--- src/inc/iocm_pkg.sv ---
// Overview of operation
// - Ports 5 to 8 may switch their second-channel aux supply pin as an extra digital output.
// - Every output channel keeps its own blanking delay setting, applied before current monitoring starts.
// - The blanking delay starts on every output edge, rising or falling.
// - After the delay expires the channel is monitored and a detected fault raises a diagnostic event.
// - Blanking delay settings run from 0 to 255 ms in whole milliseconds.
// - Every blanking delay setting is 80 ms after reset.
// - While an output stays static, faults are reacted to after a 5 ms interval instead.
// - Each channel used as a digital input has a normally-open or normally-closed polarity, except on the small variant, which passes every input unchanged.
// - Every input polarity is normally open after reset.
// - Normally-open passes the pin level unchanged.
// - Normally-closed inverts the pin level.
// - Each port's second channel selects input, aux power, output or inactive.
// - On the small variant the second-channel mode is fixed: ports 1-4 input, ports 5-8 aux power.
package iocm_pkg;
	localparam int unsigned CLK_HZ        = 200000000;
	localparam int unsigned MS_CYCLES     = CLK_HZ / 1000;
	localparam int unsigned STATIC_MS     = 5;
	localparam logic [7:0]  BLANK_RST     = 8'h50;
	localparam int unsigned NPORT         = 8;
	localparam int unsigned FIRST_AUX_OUT = 4;
	localparam logic [11:0] ADDR_POLARITY = 12'h000;
	localparam logic [11:0] ADDR_MODE     = 12'h004;
	localparam logic [11:0] ADDR_OUTPUT   = 12'h008;
	localparam logic [11:0] ADDR_STATUS   = 12'h00C;
	localparam logic [11:0] ADDR_INPUT    = 12'h010;
	localparam logic [11:0] ADDR_DIAG     = 12'h014;
	localparam logic [11:0] ADDR_BLANK0   = 12'h020;
	localparam logic [11:0] ADDR_BLANK1   = 12'h024;
	localparam logic [1:0]  RESP_OKAY     = 2'h0;
	localparam logic [1:0]  RESP_SLVERR   = 2'h2;
	typedef enum logic [1:0] {
		MODE_INPUT    = 2'h0,
		MODE_AUX_PASS = 2'h1,
		MODE_OUTPUT   = 2'h2,
		MODE_INACTIVE = 2'h3
	} iocm_mode_t;
endpackage : iocm_pkg

--- src/core/iocm_blank.sv ---
`timescale 1ns/1ps
module iocm_blank (
	input  wire logic       aclk,      // Module clock.
	input  wire logic       aresetn,   // Synchronous reset, active low.
	input  wire logic       ms_tick,   // One-cycle millisecond tick.
	input  wire logic       out_level, // Driven output level.
	input  wire logic [7:0] delay_ms,  // Blanking delay setting.
	input  wire logic       fault,     // Raw current fault.
	output logic            armed,     // Monitoring enabled.
	output logic            diag_evt   // One-cycle diagnostic event.
);
	logic       out_prev_reg;
	logic [7:0] blank_cnt_reg;
	logic [2:0] react_cnt_reg;
	logic       fault_seen_reg;
	logic       edge_det;

	assign edge_det = out_level != out_prev_reg;

	always_ff @(posedge aclk) begin
		if (!aresetn) out_prev_reg <= 1'b0;
		else          out_prev_reg <= out_level;
	end

	// The count restarts on every edge, so a toggling output stays blanked.
	always_ff @(posedge aclk) begin
		if (!aresetn) begin
			blank_cnt_reg <= 8'h00;
		end else if (edge_det) begin
			blank_cnt_reg <= delay_ms;
		end else if (ms_tick && blank_cnt_reg != 8'h00) begin
			blank_cnt_reg <= blank_cnt_reg - 8'h01;
		end
	end

	assign armed = !edge_det && blank_cnt_reg == 8'h00;

	// Static channel: a fault must persist over the reaction interval.
	always_ff @(posedge aclk) begin
		if (!aresetn || !armed || !fault) begin
			react_cnt_reg <= 3'h0;
		end else if (ms_tick && react_cnt_reg != 3'(iocm_pkg::STATIC_MS)) begin
			react_cnt_reg <= react_cnt_reg + 3'h1;
		end
	end

	always_ff @(posedge aclk) begin
		if (!aresetn || !armed || !fault) fault_seen_reg <= 1'b0;
		else if (react_cnt_reg == 3'(iocm_pkg::STATIC_MS)) fault_seen_reg <= 1'b1;
	end

	assign diag_evt = armed && fault && !fault_seen_reg
		&& react_cnt_reg == 3'(iocm_pkg::STATIC_MS);
endmodule : iocm_blank

--- src/core/iocm_top.sv ---
// Decided for this implementation: the placing of the registers and the AXI4-Lite interface to the registers.
`timescale 1ns/1ps
module iocm_top #(
	parameter int unsigned MS_CYCLES = iocm_pkg::MS_CYCLES, // Clock cycles per millisecond.
	parameter bit          FIXED_MODE = 1'b0                // Small variant with fixed modes.
) (
	input  wire logic        aclk,          // Module clock.
	input  wire logic        aresetn,       // Synchronous reset, active low.
	input  wire logic [11:0] s_awaddr,      // Write address.
	input  wire logic        s_awvalid,     // Write address valid.
	output logic             s_awready,     // Write address ready.
	input  wire logic [31:0] s_wdata,       // Write data.
	input  wire logic [3:0]  s_wstrb,       // Write strobes.
	input  wire logic        s_wvalid,      // Write data valid.
	output logic             s_wready,      // Write data ready.
	output logic [1:0]       s_bresp,       // Write response.
	output logic             s_bvalid,      // Write response valid.
	input  wire logic        s_bready,      // Write response ready.
	input  wire logic [11:0] s_araddr,      // Read address.
	input  wire logic        s_arvalid,     // Read address valid.
	output logic             s_arready,     // Read address ready.
	output logic [31:0]      s_rdata,       // Read data.
	output logic [1:0]       s_rresp,       // Read response.
	output logic             s_rvalid,      // Read data valid.
	input  wire logic        s_rready,      // Read data ready.
	input  wire logic [15:0] pin_in,        // Input levels, first channels in bits 7:0, second channels in bits 15:8.
	output logic [7:0]       aux_supply_pin,// Aux supply pin drive per port.
	input  wire logic [7:0]  aux_fault,     // Aux supply overcurrent per port.
	output logic [15:0]      input_value,   // Polarity-corrected inputs.
	output logic [7:0]       diag_pulse     // One-cycle diagnostic events.
);
	localparam int unsigned NP = iocm_pkg::NPORT;
	localparam int unsigned NO = NP - iocm_pkg::FIRST_AUX_OUT;

	// The tick counter wraps at MS_CYCLES - 1, so a period of one cycle would tick on every clock.
	if (MS_CYCLES < 2) begin : g_bad_ms_cycles
		$error("MS_CYCLES must be at least 2");
	end

	// ----------------------------------------------------------------
	// Register storage
	// ----------------------------------------------------------------
	logic [15:0]       pol_reg;
	logic [15:0]       mode_reg;
	logic [7:0]        out_reg;
	logic [7:0]        diag_reg;
	logic [7:0]        blank_reg [NO];
	logic [15:0]       input_reg;
	logic [31:0]       tick_cnt_reg;
	logic              ms_tick;
	wire logic [7:0]   armed;
	wire logic [7:0]   evt;
	logic              aw_held_reg;
	logic              w_held_reg;
	logic [11:0]       awaddr_reg;
	logic [31:0]       wdata_reg;
	logic [3:0]        wstrb_reg;
	logic              wr_go;

	function automatic logic [31:0] merge(input logic [31:0] old, input logic [31:0] nw,
		input logic [3:0] st);
		logic [31:0] r;
		r = old;
		for (int b = 0; b < 4; b++) if (st[b]) r[8*b +: 8] = nw[8*b +: 8];
		return r;
	endfunction : merge

	function automatic iocm_pkg::iocm_mode_t port_mode(input int p, input logic [15:0] m);
		if (FIXED_MODE)
			return (p < int'(iocm_pkg::FIRST_AUX_OUT)) ? iocm_pkg::MODE_INPUT : iocm_pkg::MODE_AUX_PASS;
		return iocm_pkg::iocm_mode_t'(m[2*p +: 2]);
	endfunction : port_mode

	// ----------------------------------------------------------------
	// Millisecond tick
	// ----------------------------------------------------------------
	always_ff @(posedge aclk) begin
		if (!aresetn || tick_cnt_reg == MS_CYCLES - 1) tick_cnt_reg <= 32'h00000000;
		else tick_cnt_reg <= tick_cnt_reg + 32'h00000001;
	end
	assign ms_tick = tick_cnt_reg == MS_CYCLES - 1;

	// ----------------------------------------------------------------
	// AXI4-Lite write
	// ----------------------------------------------------------------
	assign s_awready = !aw_held_reg && !s_bvalid;
	assign s_wready  = !w_held_reg && !s_bvalid;
	assign wr_go     = aw_held_reg && w_held_reg;

	always_ff @(posedge aclk) begin
		if (!aresetn) begin
			aw_held_reg <= 1'b0;
			awaddr_reg  <= 12'h000;
		end else if (s_awvalid && s_awready) begin
			aw_held_reg <= 1'b1;
			awaddr_reg  <= s_awaddr;
		end else if (wr_go) begin
			aw_held_reg <= 1'b0;
		end
	end

	always_ff @(posedge aclk) begin
		if (!aresetn) begin
			w_held_reg <= 1'b0;
			wdata_reg  <= 32'h00000000;
			wstrb_reg  <= 4'h0;
		end else if (s_wvalid && s_wready) begin
			w_held_reg <= 1'b1;
			wdata_reg  <= s_wdata;
			wstrb_reg  <= s_wstrb;
		end else if (wr_go) begin
			w_held_reg <= 1'b0;
		end
	end

	always_ff @(posedge aclk) begin
		if (!aresetn) begin
			s_bvalid <= 1'b0;
			s_bresp  <= iocm_pkg::RESP_OKAY;
		end else if (wr_go) begin
			s_bvalid <= 1'b1;
			unique case (awaddr_reg)
				iocm_pkg::ADDR_POLARITY, iocm_pkg::ADDR_MODE, iocm_pkg::ADDR_OUTPUT,
				iocm_pkg::ADDR_DIAG, iocm_pkg::ADDR_BLANK0, iocm_pkg::ADDR_BLANK1:
					s_bresp <= iocm_pkg::RESP_OKAY;
				default: s_bresp <= iocm_pkg::RESP_SLVERR;
			endcase
		end else if (s_bready) begin
			s_bvalid <= 1'b0;
		end
	end

	always_ff @(posedge aclk) begin
		logic [31:0] m;
		m = 32'h00000000;
		if (!aresetn) begin
			pol_reg  <= 16'h0000;
			mode_reg <= 16'h0000;
			out_reg  <= 8'h00;
		end else if (wr_go) begin
			if (awaddr_reg == iocm_pkg::ADDR_POLARITY) begin
				m = merge({16'h0000, pol_reg}, wdata_reg, wstrb_reg);
				pol_reg <= m[15:0];
			end
			if (awaddr_reg == iocm_pkg::ADDR_MODE) begin
				m = merge({16'h0000, mode_reg}, wdata_reg, wstrb_reg);
				mode_reg <= m[15:0];
			end
			if (awaddr_reg == iocm_pkg::ADDR_OUTPUT) out_reg <= wstrb_reg[0] ? wdata_reg[7:0] : out_reg;
		end
	end

	// Blanking settings: 8 bits each, all 0..255 values legal.
	always_ff @(posedge aclk) begin
		if (!aresetn) begin
			for (int i = 0; i < int'(NO); i++) blank_reg[i] <= iocm_pkg::BLANK_RST;
		end else if (wr_go) begin
			for (int i = 0; i < int'(NO); i++)
				if (wstrb_reg[i] && awaddr_reg == iocm_pkg::ADDR_BLANK0)
					blank_reg[i] <= wdata_reg[8*i +: 8];
		end
	end

	// Diagnostic bits are sticky; a new event wins over a clear in the same cycle.
	always_ff @(posedge aclk) begin
		if (!aresetn) diag_reg <= 8'h00;
		else if (wr_go && awaddr_reg == iocm_pkg::ADDR_DIAG && wstrb_reg[0])
			diag_reg <= (diag_reg & ~wdata_reg[7:0]) | evt;
		else diag_reg <= diag_reg | evt;
	end

	// ----------------------------------------------------------------
	// AXI4-Lite read
	// ----------------------------------------------------------------
	assign s_arready = !s_rvalid;

	always_ff @(posedge aclk) begin
		if (!aresetn) begin
			s_rvalid <= 1'b0;
			s_rdata  <= 32'h00000000;
			s_rresp  <= iocm_pkg::RESP_OKAY;
		end else if (s_arvalid && s_arready) begin
			s_rvalid <= 1'b1;
			s_rresp  <= iocm_pkg::RESP_OKAY;
			unique case (s_araddr)
				iocm_pkg::ADDR_POLARITY: s_rdata <= {16'h0000, pol_reg};
				iocm_pkg::ADDR_MODE:     s_rdata <= {16'h0000, mode_reg};
				iocm_pkg::ADDR_OUTPUT:   s_rdata <= {24'h000000, out_reg};
				iocm_pkg::ADDR_STATUS:   s_rdata <= {16'h0000, aux_supply_pin, armed};
				iocm_pkg::ADDR_INPUT:    s_rdata <= {16'h0000, input_reg};
				iocm_pkg::ADDR_DIAG:     s_rdata <= {24'h000000, diag_reg};
				iocm_pkg::ADDR_BLANK0:   s_rdata <= {blank_reg[3], blank_reg[2], blank_reg[1], blank_reg[0]};
				iocm_pkg::ADDR_BLANK1:   s_rdata <= 32'h00000000;
				default: begin
					s_rdata <= 32'h00000000;
					s_rresp <= iocm_pkg::RESP_SLVERR;
				end
			endcase
		end else if (s_rready) begin
			s_rvalid <= 1'b0;
		end
	end

	// ----------------------------------------------------------------
	// Input polarity
	// ----------------------------------------------------------------
	always_ff @(posedge aclk) begin
		if (!aresetn) input_reg <= 16'h0000;
		else begin
			for (int c = 0; c < 16; c++) begin
				if (c >= int'(NP) && port_mode(c - int'(NP), mode_reg) != iocm_pkg::MODE_INPUT)
					input_reg[c] <= 1'b0;
				else
					input_reg[c] <= pin_in[c] ^ (FIXED_MODE ? 1'b0 : pol_reg[c]);
			end
		end
	end
	assign input_value = input_reg;

	// ----------------------------------------------------------------
	// Second-channel aux supply pins
	// ----------------------------------------------------------------
	always_ff @(posedge aclk) begin
		if (!aresetn) aux_supply_pin <= 8'h00;
		else begin
			for (int p = 0; p < int'(NP); p++) begin
				unique case (port_mode(p, mode_reg))
					iocm_pkg::MODE_AUX_PASS: aux_supply_pin[p] <= 1'b1;
					iocm_pkg::MODE_OUTPUT:
						aux_supply_pin[p] <= (p >= int'(iocm_pkg::FIRST_AUX_OUT)) && out_reg[p];
					default: aux_supply_pin[p] <= 1'b0;
				endcase
			end
		end
	end

	// ----------------------------------------------------------------
	// Monitoring per switchable output
	// ----------------------------------------------------------------
	assign armed[iocm_pkg::FIRST_AUX_OUT-1:0] = '0;
	assign evt[iocm_pkg::FIRST_AUX_OUT-1:0]   = '0;

	for (genvar g = 0; g < int'(NO); g++) begin : g_out
		localparam int P = g + int'(iocm_pkg::FIRST_AUX_OUT);
		iocm_blank i_iocm_blank (
			.aclk      (aclk),
			.aresetn   (aresetn),
			.ms_tick   (ms_tick),
			.out_level (aux_supply_pin[P]),
			.delay_ms  (blank_reg[g]),
			.fault     (aux_fault[P] && port_mode(P, mode_reg) == iocm_pkg::MODE_OUTPUT),
			.armed     (armed[P]),
			.diag_evt  (evt[P])
		);

	end

	assign diag_pulse = evt;
endmodule : iocm_top

--- config.mk ---
export PLATFORM = sky130hd
export DESIGN_NAME = iocm_top
export DESIGN_NICKNAME = d
export VERILOG_FILES = /design/src/inc/iocm_pkg.sv /design/src/core/iocm_blank.sv /design/src/core/iocm_top.sv
export SDC_FILE = /design/constraint.sdc
export NUM_CORES = 1
export LEC_CHECK = 0
export BUFFER_PORTS_ARGS = -buffer_cell sky130_fd_sc_hd__buf_2
export CORE_ASPECT_RATIO = 0.7
export CORE_MARGIN = 2
export CORE_UTILIZATION = 52
export DETAILED_ROUTE_END_ITERATION = 7
export PLACE_DENSITY_LB_ADDON = 0.15
export SYNTH_ARGS = -nofsm -noshare
export SYNTH_HDL_FRONTEND = slang
export SYNTH_HIERARCHICAL = 1
export SYNTH_SLANG_ARGS = --single-unit
export TNS_END_PERCENT = 20
--- constraint.sdc ---
create_clock -name aclk -period 2.62 [get_ports aclk]
set_input_delay 0.393 -clock aclk [delete_from_list [all_inputs] [get_ports aclk]]
set_output_delay 0.393 -clock aclk [all_outputs]
set_load 0.01 [all_outputs]
# [Word-level counts from Yosys, hierarchy flattened]
# Memory sizes are Yosys's and may differ from the RTL's.
# Index checks and enable logic that the tools add are counted.
[word_totals] register_bits=244 ramBits=32 inputBits=91 output_inout_bits=73 word_cells=274 n_memories=1
[classes] addsub=9 n_eq_ne=37 muxes=48 bitwise=25 reduce_logical=111
[memory_table] name="blank_reg" depth=4 width=8 read_ports=4 rd_clocked_by_memory_dff=0 wr=4 line="iocm_top.sv:47" source="logic [7:0] blank_reg [NO];"
[op_table] cell="one-hot mux 32 bit (7 select lines)" n=1
[op_table] cell="2-to-1 mux 8 bit" n=13
[op_table] cell="equality test 12 x 6 -> 1 bit, second input constant" n=4
[op_table] cell="logical AND 1 bit" n=40
[op_table] cell="equality test 12 x 4 -> 1 bit, second input constant" n=3
[op_table] cell="equality test 12 x 5 -> 1 bit, second input constant" n=3
[op_table] cell="adder 32 x 1 -> 32 bit, second input constant" n=1
[op_table] cell="equality test 32 x 18 -> 1 bit, second input constant" n=1
[op_table] cell="logical NOT 8 bit" n=4
[op_table] cell="nonzero test 2 bit" n=16
[op_table] cell="nonzero test 8 bit" n=4
[op_table] cell="subtractor 8 x 1 -> 8 bit, second input constant" n=4
[op_table] cell="2-to-1 mux 1 bit" n=28
[op_table] cell="equality test 12 x 3 -> 1 bit, second input constant" n=2
[op_table] cell="logical NOT 12 bit" n=2
[op_table] cell="logical NOT 1 bit" n=21
[op_table] cell="equality test 2 x 1 -> 1 bit, second input constant" n=8
[op_table] cell="bitwise OR 8 bit" n=2
[op_table] cell="OR reduction 2 bit" n=8
[op_table] cell="bitwise XOR 1 bit" n=16
[op_table] cell="AND reduction 3 bit" n=5
[op_table] cell="adder 3 x 1 -> 3 bit, second input constant" n=4
[op_table] cell="equality test 3 bit, second input constant" n=4
[op_table] cell="!= test 3 bit, second input constant" n=4
[op_table] cell="11 further kinds" n=32

# [Longest topological paths before layout]
# Gate-level depths: netlist of run 1.
[depth] word_depth=8 depth_mapped=8 ltp_nobuf=8

# [Modules after synthesis]
# The synthesis of run 1 kept the hierarchy.
[by_module_without_submodules] mod="iocm_top" n_inst=1 cells_each=1057 area_each_um2=9537.9 seq_area_each_um2=4764.6
[by_module_without_submodules] mod="iocm_blank" n_inst=4 cells_each=87 area_each_um2=748.2 seq_area_each_um2=260.2

# [Worst setup path before layout of run 1]
# OpenSTA, ideal clock, no wires.
[synth_timing] path_kind="flip-flop to flip-flop" from="register tick_cnt_reg[21]" to="register g_out[0].i_iocm_blank.blank_cnt_reg[7]" setup_time_ps=74 arrival_ps=2386 t_required_ps=2546 setup_slack_ps=159 stages_incl_launch_ff=9 n_path_buf=2 period_less_slack_ps=2461 path_cell_list="dfxtp_1 clkbuf_1 nor4_1 nand4_1 nor3_1 buf_2 or4b_1 or4_1 a31oi_1"
[synth_between] elab_chain_cells=3
[synth_lines] element="start: declaration" line="iocm_top.sv:49" source="logic [31:0] tick_cnt_reg;"
[synth_lines] element="start signal: assignment" line="iocm_top.sv:79" source="else tick_cnt_reg <= tick_cnt_reg + 32'h00000001;"
[synth_lines] element="equality test 32 x 18 -> 1 bit" line="iocm_top.sv:81" source="assign ms_tick = tick_cnt_reg == MS_CYCLES - 1;"
[synth_lines] element="net ms_tick" line="iocm_top.sv:50" source="logic ms_tick;"
[synth_lines] element="logical AND 1 bit" line="iocm_blank.sv:31" source="end else if (ms_tick && blank_cnt_reg != 8'h00) begin"
[synth_lines] element="nonzero test 2 bit (no source line)"
[synth_lines] element="end signal: assignment" line="iocm_blank.sv:30" source="blank_cnt_reg <= delay_ms;"
[synth_lines] element="end signal: assignment" line="iocm_blank.sv:32" source="blank_cnt_reg <= blank_cnt_reg - 8'h01;"
[synth_lines] element="end: declaration" line="iocm_blank.sv:13" source="logic [7:0] blank_cnt_reg;"
# The timed path passes the listed nets, and every way through them passes these cells.
# A chain may end at the register's enable or synchronous reset.

# [Worst setup path in the final report of run 1]
[layout_timing] from="register g_out[1].i_iocm_blank.blank_cnt_reg[0]" to="output port diag_pulse[5]"
[layout_between] elab_chain_cells=5
[layout_lines] element="start: declaration" line="iocm_blank.sv:13"
[layout_lines] element="start signal: assignment" line="iocm_blank.sv:30"
[layout_lines] element="start signal: assignment" line="iocm_blank.sv:32"
[layout_lines] element="logical NOT 8 bit" line="iocm_blank.sv:36" source="assign armed = !edge_det && blank_cnt_reg == 8'h00;"
[layout_lines] element="logical AND 1 bit" line="iocm_blank.sv:36"
[layout_lines] element="logical AND 1 bit (2 in series)" line="iocm_blank.sv:52" source="assign diag_evt = armed && fault && !fault_seen_reg"
[layout_lines] element="logical AND 1 bit" line="iocm_blank.sv:53" source="&& react_cnt_reg == 3'(iocm_pkg::STATIC_MS);"
[layout_lines] element="end: declaration" line="iocm_top.sv:30" source="output logic [7:0] diag_pulse"
# No other way between the ends.

==> results of run 1 <==
critical path: stages, from the launching register on:
cell     delay (ns)
dfxtp_1        0.34
inv_1          0.09
ha_1           0.19
nor3b_2        0.22
nand4_1        0.24
nor3_1         0.25
buf_4          0.16
buf_2          0.12
power groups by stage:
stage	Combinational (W)	Clock (W)	Sequential [W]
after floorplan	0.000308	0	0.00448
after global placement	0.000525	0	0.00450
after detailed placement	0.000530	0	0.00450
after CTS	0.000531	0.00384	0.00441
after global routing	0.000588	0.00401	0.00442
final	0.000537	0.00379	0.00441
kinds of logic (layout without fill, tap and decap cells):
group	after synthesis	in the layout	share of synthesized area (%)
AOI/OAI and AO/OA	321	321	16.0
other	1	6	0.0299
DFF	274	274	46.3
adders and majority gates	29	29	2.90
buffers and inverters	122	311	4.29
and+or+nand+nor	570	570	24.0
muxes	31	31	2.48
xor gates and xnor gates	57	57	3.98
metrics by stage:
stage	worst slack, ns	instances	setup TNS (ns)	area [um2]	total power, W
after floorplan	0.159	1410	0	12500	0.00478
after global placement	0.166	1867	0	13900	0.00502
after detailed placement	0.133	1867	0	13900	0.00503
after CTS	0.0132	1915	0	14700	0.00878
after global routing	-0.00333	1917	-0.00333	14800	0.00902
final	0.0861	1917	0	14800	0.00874
synthesized netlist by cell type (20+ instances only):
master / number / share of area, %
nor3_1: 27 / 1.1
mux2i_1: 31 / 2.5
xnor2_1: 26 / 1.8
and3_1: 31 / 1.5
clkbuf_1: 47 / 1.4
nand2_1: 177 / 5.3
nor2_1: 102 / 3.1
a21oi_1: 118 / 4.7
nand4_1: 25 / 1.2
xor2_1: 31 / 2.2
a31oi_1: 20 / 1.0
o21ai_0: 67 / 2.7
nand3_1: 67 / 2.7
dfxtp_1: 242 / 39
ha_1: 29 / 2.9
and2_1: 25 / 1.2
inv_1: 40 / 1.2
edfxtp_1: 32 / 7.7
final cells by class:
| class | count | area, um2 | area share (%) |
|---|---|---|---|
| flip-flops and latches | 274 | 5810 | 39.2 |
| clock inverters | 14 | 134 | 0.904 |
| well taps | 318 | 398 | 2.69 |
| inverters | 40 | 151 | 1.02 |
| repair buffers | 223 | 1340 | 9.01 |
| clock buffers | 34 | 722 | 4.87 |
| multi-input cells | 1014 | 6260 | 42.3 |
layer usage:
layer	up-vias	global-route usage (%)	part of all wire, %
met1	5287	43.3	49
met5	-	0	0
li1	5367	-	-
met3	56	5.97	9.1
met2	429	39.3	40
met4	0	5.81	2.0
placed cells by master, fill, tap and decap left out, types with 12 or more instances in the layout:
cell	Yosys	routed
nand3b_1	12	12
a22oi_1	13	13
a31oi_1	20	20
and2_1	25	25
nand2_1	177	177
a21oi_1	118	118
buf_2	17	152
o21ai_0	67	67
a211oi_1	13	13
inv_1	40	39
xor2_1	31	31
ha_1	29	28
nand4_1	25	25
mux2i_1	31	31
nor2_1	102	102
edfxtp_1	32	32
nor4_1	13	12
clkbuf_16	0	27
xnor2_1	26	26
buf_4	9	67
dfxtp_1	242	240
nand3_1	67	67
and3_1	31	31
nor2b_1	17	16
a31o_2	16	16
nor3_1	27	24
repair_timing:
action / in CTS / in global routing
endpoints found under the setup margin: 1 / 11
pin swaps: 0 / 5
buffers inserted: 0 / 2
resized for setup: 1 / 14
path summary, 6_finish.rpt:
kind / endpoint / slack [ns] / cells past startpoint
max: diag_pulse[5] / 0.09 / 7
min reg2reg: diag_reg[0] / 0.44 / 2
max reg2reg: g_out[0].i_iocm_blank/blank_cnt_reg[7] / 0.18 / 7
min: wdata_reg[20] / 0.1 / 3
==> out/results.ini, run 1 <==
[critical_path]
reg2reg_from=tick_cnt_reg[12]
worstPathArrival_ns=2.14
worstPathRequired_ns=2.23
crit_path_max_fanout=5
worst-setup-path-type=reg2out
cp-start-kind=register
worstSetupStartpoint=g_out[1].i_iocm_blank/blank_cnt_reg[0]
end_kind=primary output

[pwr]
power.switching_w=0.00207
combPwrFrac_pct=6.1
ir_drop_uv=523
p_per_area_mw_per_mm2=590
clockPowerShare_pct=43.4
p_seq_share_pct=50.5
p_leak_nw=5.66
internal_power_w=0.00667
switching_share_pct=23.7

[die]
rows=47
die_w_um=190
ios=164
start_util_pct=53.0
core_area_mm2=0.0236
die_y_um=134
die-area_mm2=0.0254

[min_path]
hp-start=s_wdata[20]
hold_path.class=in2reg

[detailed_routing]
drc=0
wl_per_cell_um=18.7
drtAntennaViolNets=0
via_count=11100
first_iter_violations=1019
dr.pass1.iters=5
wl_um=35900
viasPerCell=5.81

[logic_synthesis]
synthFlopType=dfxtp_1
synth_edf_count=32
ys_seq_area_share_pct=46.3
yosys.cell_types.count=69
synth_cells=1405
ys_async_sr_fraction_pct=0
synth-seq-cells=274
syn-cell-area_mm2=0.0125
yosys_warnings=6
synth_area_per_cell_um2=8.92

[grt]
grt_usage_pct=27.8
grt_pass1_vias=10300
overflow=0
antenna_found_initial=1
grt_pass1_wl_um=56100
grt_max_degree=52

[timing]
relSlewSlack_pct=40.6
fin_skew_ns=0.0119
whs_ns=0.0983
setup_viol=0
hold_viol=0
fin_crit_ns=2.53
tightest_slew_ns=0.891
finalCritPeriodShare_pct=96.7
slew_violations=0
max_freq_ghz=0.395

[clocking]
cts.root.buffer_cell=clkbuf_16
cts_tree=done
clkLatencyLatePin_ns=0.53
clock_path_buffers=3
htreeDepth=1
cts_made_buffers=27
ctsHoldBuffers=0
clk_pin_slew_worst_paths_ns=0.06
cts_sinks=274

[job]
drv_cap=0

[finish]
layout-drive-gt1-share_pct=21.2
diodes=0
area_growth_pct=18.2
final_util_pct=62.6
fillerInstances=2126
nets=1700

[placement]
gp_congestion=0.932
port_buffers=153
dpl.hpwl_um=26000

[outcome]
run_status=finished clean

(Power assumes the default switching activity.)
==> inputs of run 2 (changes only) <==
--- a/constraint.sdc
+++ b/constraint.sdc
@@ -3,2 +3,2 @@
 set_output_delay 0.393 -clock aclk [all_outputs]
-set_load 0.01 [all_outputs]
+set_load 0.02 [all_outputs]
==> out/results.ini, run 2 (synthesis results as in run 1) <==
[grt]
grtUsageMet3_pct=4.32  ; was 5.97%
grt_usage_pct=28.1  ; was 27.8%
grt_pass1_wl_um=56800  ; was 56100 um
antenna_found_initial=0  ; was 1
overflow=0  ; unchanged
met2_usage_pct=40.7  ; was 39.3%
grt_use_met1_pct=44.2  ; was 43.3%
globalRoute.busiestLayer=met1  ; unchanged
grt_pass1_vias=10300  ; about the same
grt_max_degree=69  ; was 52

[critical_path]
crit_path_max_fanout=4  ; was 5
rrSetupSlack_ns=0.14  ; was 0.18 ns
end_kind=primary output  ; unchanged
reg2reg_from=tick_cnt_reg[12]  ; unchanged
worst-setup-path-type=reg2out  ; unchanged
cp-start-kind=register  ; unchanged
r2r-end=g_out[2].i_iocm_blank/blank_cnt_reg[7]  ; was g_out[0].i_iocm_blank/blank_cnt_reg[7]
worstPathArrival_ns=2.10  ; was 2.14 ns
worstPathRequired_ns=2.23  ; about the same
rr_worst_depth=7  ; unchanged

[detailed_routing]
first_iter_violations=982  ; was 1019
drtAntennaViolNets=0  ; unchanged
wl_um=35900  ; about the same
viasPerCell=5.80  ; was 5.81
dr.pass1.iters=7  ; was 5
wl_per_cell_um=18.8  ; was 18.7 um
via_count=11100  ; about the same
drc=0  ; unchanged

[clocking]
cts_sinks=274  ; unchanged
cts_tree=done  ; unchanged
htreeDepth=1  ; unchanged
clk_pin_slew_worst_paths_ns=0.06  ; about the same
clkLatencyLatePin_ns=0.53  ; about the same
clock_path_buffers=3  ; unchanged
post_cts_buffers=0  ; unchanged
cts_made_buffers=27  ; unchanged
cts.root.buffer_cell=clkbuf_16  ; unchanged

[pwr]
p_per_area_mw_per_mm2=593  ; was 590 mW/mm2
ir_drop_uv=427  ; was 523 uV
p_leak_nw=5.66  ; about the same

[die]
die_w_um=190  ; unchanged
rows=47  ; unchanged
die-area_mm2=0.0254  ; unchanged
start_util_pct=53.0  ; unchanged
die_y_um=134  ; unchanged
core_area_mm2=0.0236  ; unchanged
ios=164  ; unchanged

[job]
drv_cap=0  ; unchanged

[timing]
rsz0062_at_grt=no
hold_viol=0  ; unchanged
final.setup.tns_ns=0  ; unchanged
setup_viol=0  ; unchanged
fin_crit_ns=2.49  ; was 2.53 ns
tightest_slew_ns=0.864  ; was 0.891 ns
finalCritPeriodShare_pct=95.1  ; was 96.7%
fin_skew_ns=0.00797  ; was 0.0119 ns
slew_violations=0  ; unchanged
max_freq_ghz=0.401  ; was 0.395 GHz
relSlewSlack_pct=42.4  ; was 40.6%

[finish]
final_cell_mix=242 x dfxtp_1, 177 x nand2_1, 152 x buf_2  ; was 240 x dfxtp_1, 177 x nand2_1, 152 x buf_2
diodes=0  ; unchanged
nets=1699  ; was 1700
final_util_pct=62.6  ; about the same
area_growth_pct=18.1  ; was 18.2%
layout-drive-gt1-share_pct=20.5  ; was 21.2%
final_cells=1917  ; unchanged
layout_commonest_cell=dfxtp_1  ; unchanged

[placement]
dpl.hpwl_um=25900  ; was 26000 um
port_buffers=153  ; unchanged
gp_congestion=0.913  ; was 0.932
place_inst=1868  ; was 1867

[min_path]
hold_path.class=in2reg  ; unchanged
hp-start=s_wdata[23]  ; was s_wdata[20]
worstHoldPathCells=3  ; unchanged
hold_path_end=wdata_reg[23]  ; was wdata_reg[20]

[outcome]
run_status=finished clean  ; unchanged

run 2: how the worst max path moves through the flow:
| stage | from | endpoint | slack (ns) | cells after the start |
|---|---|---|---|---|
| floorplan | tick_cnt_reg[21] | g_out[0].i_iocm_blank/blank_cnt_reg[7] | 0.16 | 8 |
| global placement | tick_cnt_reg[1] | g_out[2].i_iocm_blank/blank_cnt_reg[7] | 0.18 | 7 |
| detailed placement | tick_cnt_reg[12] | g_out[2].i_iocm_blank/blank_cnt_reg[7] | 0.07 | 7 |
| CTS | g_out[0].i_iocm_blank/blank_cnt_reg[0] | diag_pulse[4] | 0.03 | 6 |
| global route | tick_cnt_reg[12] | g_out[0].i_iocm_blank/blank_cnt_reg[7] | 0.02 | 7 |
| finish | g_out[3].i_iocm_blank/blank_cnt_reg[0] | diag_pulse[7] | 0.13 | 7 |
run 2: power by group:
part	internal [W]	switching [W]	total, W
Sequential	0.00433	0.0000843	0.00441
Clock	0.00220	0.00161	0.00381
Combinational	0.000197	0.000365	0.000562
run 2: cell type report:
class	instances	area, um2
fillers	2129	8840
repair buffers	222	1350
inverters	40	151
clock inverters	6	55.1
multi-input cells	1014	6240
clock buffers	43	807
well taps	318	398
flip-flops and latches	274	5810
run 2: per-layer routing:
metal / up-vias / wire length (um)
met5: - / 0
met4: 0 / 578
met3: 47 / 3050
met2: 418 / 14800
met1: 5272 / 17500
li1: 5379 / -
run 2: what timing repair did:
action / CTS / global route
setup endpoints to repair: 1 / 4
resized for setup: 1 / 4
endpoints found under the hold margin: 0 / 0
hold buffers: 0 / 0
run 2: per-stage QoR:
step | hold slack, ns | total power, W | instance area (um2) | setup WS, ns
2_1_floorplan | 0.412 | 0.00481 | 12500 | 0.159
3_3_place_gp | 0.419 | 0.00505 | 13900 | 0.184
3_5_place_dp | 0.426 | 0.00506 | 13900 | 0.0747
4_1_cts | 0.0835 | 0.00882 | 14800 | 0.0344
5_1_grt | 0.0922 | 0.00908 | 14800 | 0.0220
6_report | 0.0950 | 0.00878 | 14800 | 0.128
run 2: critical path, cell delays in order, from the launching register on:
cell and delay (ns):
dfxtp_1 0.33, inv_1 0.09, ha_1 0.19, nor3b_1 0.25
nand4_1 0.17, nor3_1 0.20, buf_4 0.18, buf_2 0.17
==> inputs of run 3 (changes only) <==
CORE_UTILIZATION = 58   (was 52)
clock period = 3.05 ns   (was 2.62 ns; I/O delays follow)
==> out/results.ini, run 3 (synthesis results as in run 1) <==
[outcome]
run_status=finished clean  ; unchanged

[critical_path]
worstPathRequired_ns=2.59  ; was 2.23 ns
rr_worst_depth=7  ; unchanged
reg2reg_from=tick_cnt_reg[8]  ; was tick_cnt_reg[12]
rrSetupSlack_ns=0.27  ; was 0.14 ns
end_kind=primary output  ; unchanged
worstPathArrival_ns=2.40  ; was 2.10 ns
cp-start-kind=register  ; unchanged
r2r-end=g_out[0].i_iocm_blank/blank_cnt_reg[7]  ; was g_out[2].i_iocm_blank/blank_cnt_reg[7]
crit_path_max_fanout=7  ; was 4
worst-setup-path-type=reg2out  ; unchanged

[detailed_routing]
via_count=11200  ; was 11100
wl_per_cell_um=19.3  ; was 18.8 um
viasPerCell=6.10  ; was 5.80
first_iter_violations=1485  ; was 982
drtAntennaViolNets=0  ; unchanged
drc=0  ; unchanged
dr.pass1.iters=6  ; was 7
wl_um=35400  ; was 35900 um

[clocking]
htreeDepth=1  ; unchanged
clock_path_buffers=3  ; unchanged
cts_sinks=274  ; unchanged
cts.root.buffer_cell=clkbuf_16  ; unchanged
clkLatencyLatePin_ns=0.53  ; about the same
cts_made_buffers=25  ; was 27
cts_tree=done  ; unchanged
clk_pin_slew_worst_paths_ns=0.06  ; about the same

[die]
die_y_um=127  ; was 134 um
start_util_pct=59.7  ; was 53.0%
ios=164  ; unchanged
rows=44  ; was 47
core_area_mm2=0.0210  ; was 0.0236 mm2
die-area_mm2=0.0228  ; was 0.0254 mm2
die_w_um=180  ; was 190 um

[placement]
gp_congestion=0.920  ; was 0.913
dpl.hpwl_um=25300  ; was 25900 um
port_buffers=153  ; unchanged
dpl_cell_area_mm2=0.0136  ; was 0.0139 mm2

[finish]
final_area_mm2=0.0144  ; was 0.0148 mm2
layout-drive-gt1-share_pct=18.4  ; was 20.5%
final_util_pct=68.6  ; was 62.6%
area_growth_pct=14.8  ; was 18.1%
final_cell_mix=242 x dfxtp_1, 177 x nand2_1, 152 x buf_2  ; unchanged
nets=1660  ; was 1699
layout_commonest_cell=dfxtp_1  ; unchanged
fillerInstances=1736  ; was 2129

[timing]
max_freq_ghz=0.349
rsz0062_at_grt=no  ; unchanged
finalCritPeriodShare_pct=93.8
slew_violations=0  ; unchanged
setup_viol=0  ; unchanged
hold_viol=0  ; unchanged
final.setup.tns_ns=0  ; unchanged
relSlewSlack_pct=34.8  ; was 42.4%
fin_crit_ns=2.86
fin_skew_ns=0.0112  ; was 0.00797 ns
tightest_slew_ns=0.973  ; was 0.864 ns

[grt]
grt_pass1_wl_um=54900  ; was 56800 um
antenna_found_initial=1  ; was 0
overflow=0  ; unchanged
grt_pass1_vias=10100  ; was 10300
grt_usage_pct=29.8  ; was 28.1%
grt_max_degree=125  ; was 69

[pwr]
p_leak_nw=5.45  ; was 5.66 nW
p_per_area_mw_per_mm2=504  ; was 593 mW/mm2
power.total_w=0.00725  ; was 0.00878 W
ir_drop_uv=426  ; was 427 uV

[min_path]
worstHoldPathCells=3  ; unchanged
hold_path.class=in2reg  ; unchanged
hp-start=s_awaddr[6]  ; was s_wdata[23]
hold_path_end=awaddr_reg[6]  ; was wdata_reg[23]

[job]
drv_cap=0  ; unchanged

-- run 3: cell types whose count changed in the layout (fill, tap and decap cells not counted), sizes merged --
| cell | previous run | this run |
|---|---|---|
| diode | 0 | 1 |
| clkbuf | 43 | 36 |
| clkinv | 6 | 8 |
| bufinv | 1 | 0 |
| inv | 39 | 40 |
| buf | 222 | 185 |
-- run 3: worst max-delay path, cell delays in order (launching register included) --
cell and delay (ns):
dfxtp_1 0.33, inv_1 0.09, ha_1 0.17, nor3b_2 0.42, nand4_1 0.30, nor3_2 0.35
buf_2 0.23
-- run 3: layout make-up --
class / instances / area (um2) / share of cell area (%)
multi-input cells: 1014 / 6260 / 43.5
flip-flops and latches: 274 / 5810 / 40.4
repair buffers: 185 / 1050 / 7.27
clock buffers: 36 / 727 / 5.06
well taps: 276 / 345 / 2.40
inverters: 40 / 151 / 1.05
clock inverters: 8 / 41.3 / 0.287
diodes: 1 / 2.50 / 0.0174
-- run 3: layer usage --
| layer | up-vias | part of all wire (%) | track usage (%) |
|---|---|---|---|
| met5 | - | 0 | 0 |
| met4 | 0 | 2.0 | 6.03 |
| met3 | 63 | 10 | 6.16 |
| met2 | 568 | 40 | 42.4 |
| met1 | 5269 | 48 | 46.5 |
| li1 | 5287 | - | - |
-- run 3: stage by stage --
| step | instances | setup slack (ns) | hold slack (ns) |
|---|---|---|---|
| 2_1_floorplan | 1410 | 0.589 | 0.412 |
| 3_3_place_gp | 1789 | 0.386 | 0.421 |
| 3_5_place_dp | 1789 | 0.289 | 0.425 |
| 4_1_cts | 1833 | 0.0577 | 0.147 |
| 5_1_grt | 1833 | 0.0580 | 0.155 |
| 6_report | 1834 | 0.189 | 0.163 |
-- run 3: worst max path at each step --
stage | startpoint | end | slack, ns | depth (start not counted)
6_report | g_out[2].i_iocm_blank/blank_cnt_reg[0] | diag_pulse[6] | 0.19 | 6
5_1_grt | g_out[3].i_iocm_blank/blank_cnt_reg[0] | diag_pulse[7] | 0.06 | 7
4_1_cts | g_out[2].i_iocm_blank/blank_cnt_reg[3] | diag_pulse[6] | 0.06 | 4
3_5_place_dp | g_out[2].i_iocm_blank/blank_cnt_reg[0] | diag_pulse[6] | 0.29 | 6
3_3_place_gp | g_out[2].i_iocm_blank/blank_cnt_reg[0] | diag_pulse[6] | 0.39 | 6
2_1_floorplan | tick_cnt_reg[21] | g_out[0].i_iocm_blank/blank_cnt_reg[7] | 0.59 | 8
-- run 3: report_power, final --
group / switching (W) / leakage (nW) / internal (W) / total, W
clock network: 0.00134 / 0.384 / 0.00165 / 0.00299
logic: 0.000303 / 2.81 / 0.000159 / 0.000462
registers: 0.0000819 / 2.26 / 0.00372 / 0.00380
total: 0.00173 / 5.45 / 0.00553 / 0.00725
-- run 3: repair_timing --
| item | in CTS | in global routing |
|---|---|---|
| hold buffers | 0 | 0 |
| buffers inserted | 0 | 0 |
| endpoints found under the setup margin | 2 | 4 |
| resized for setup | 2 | 5 |
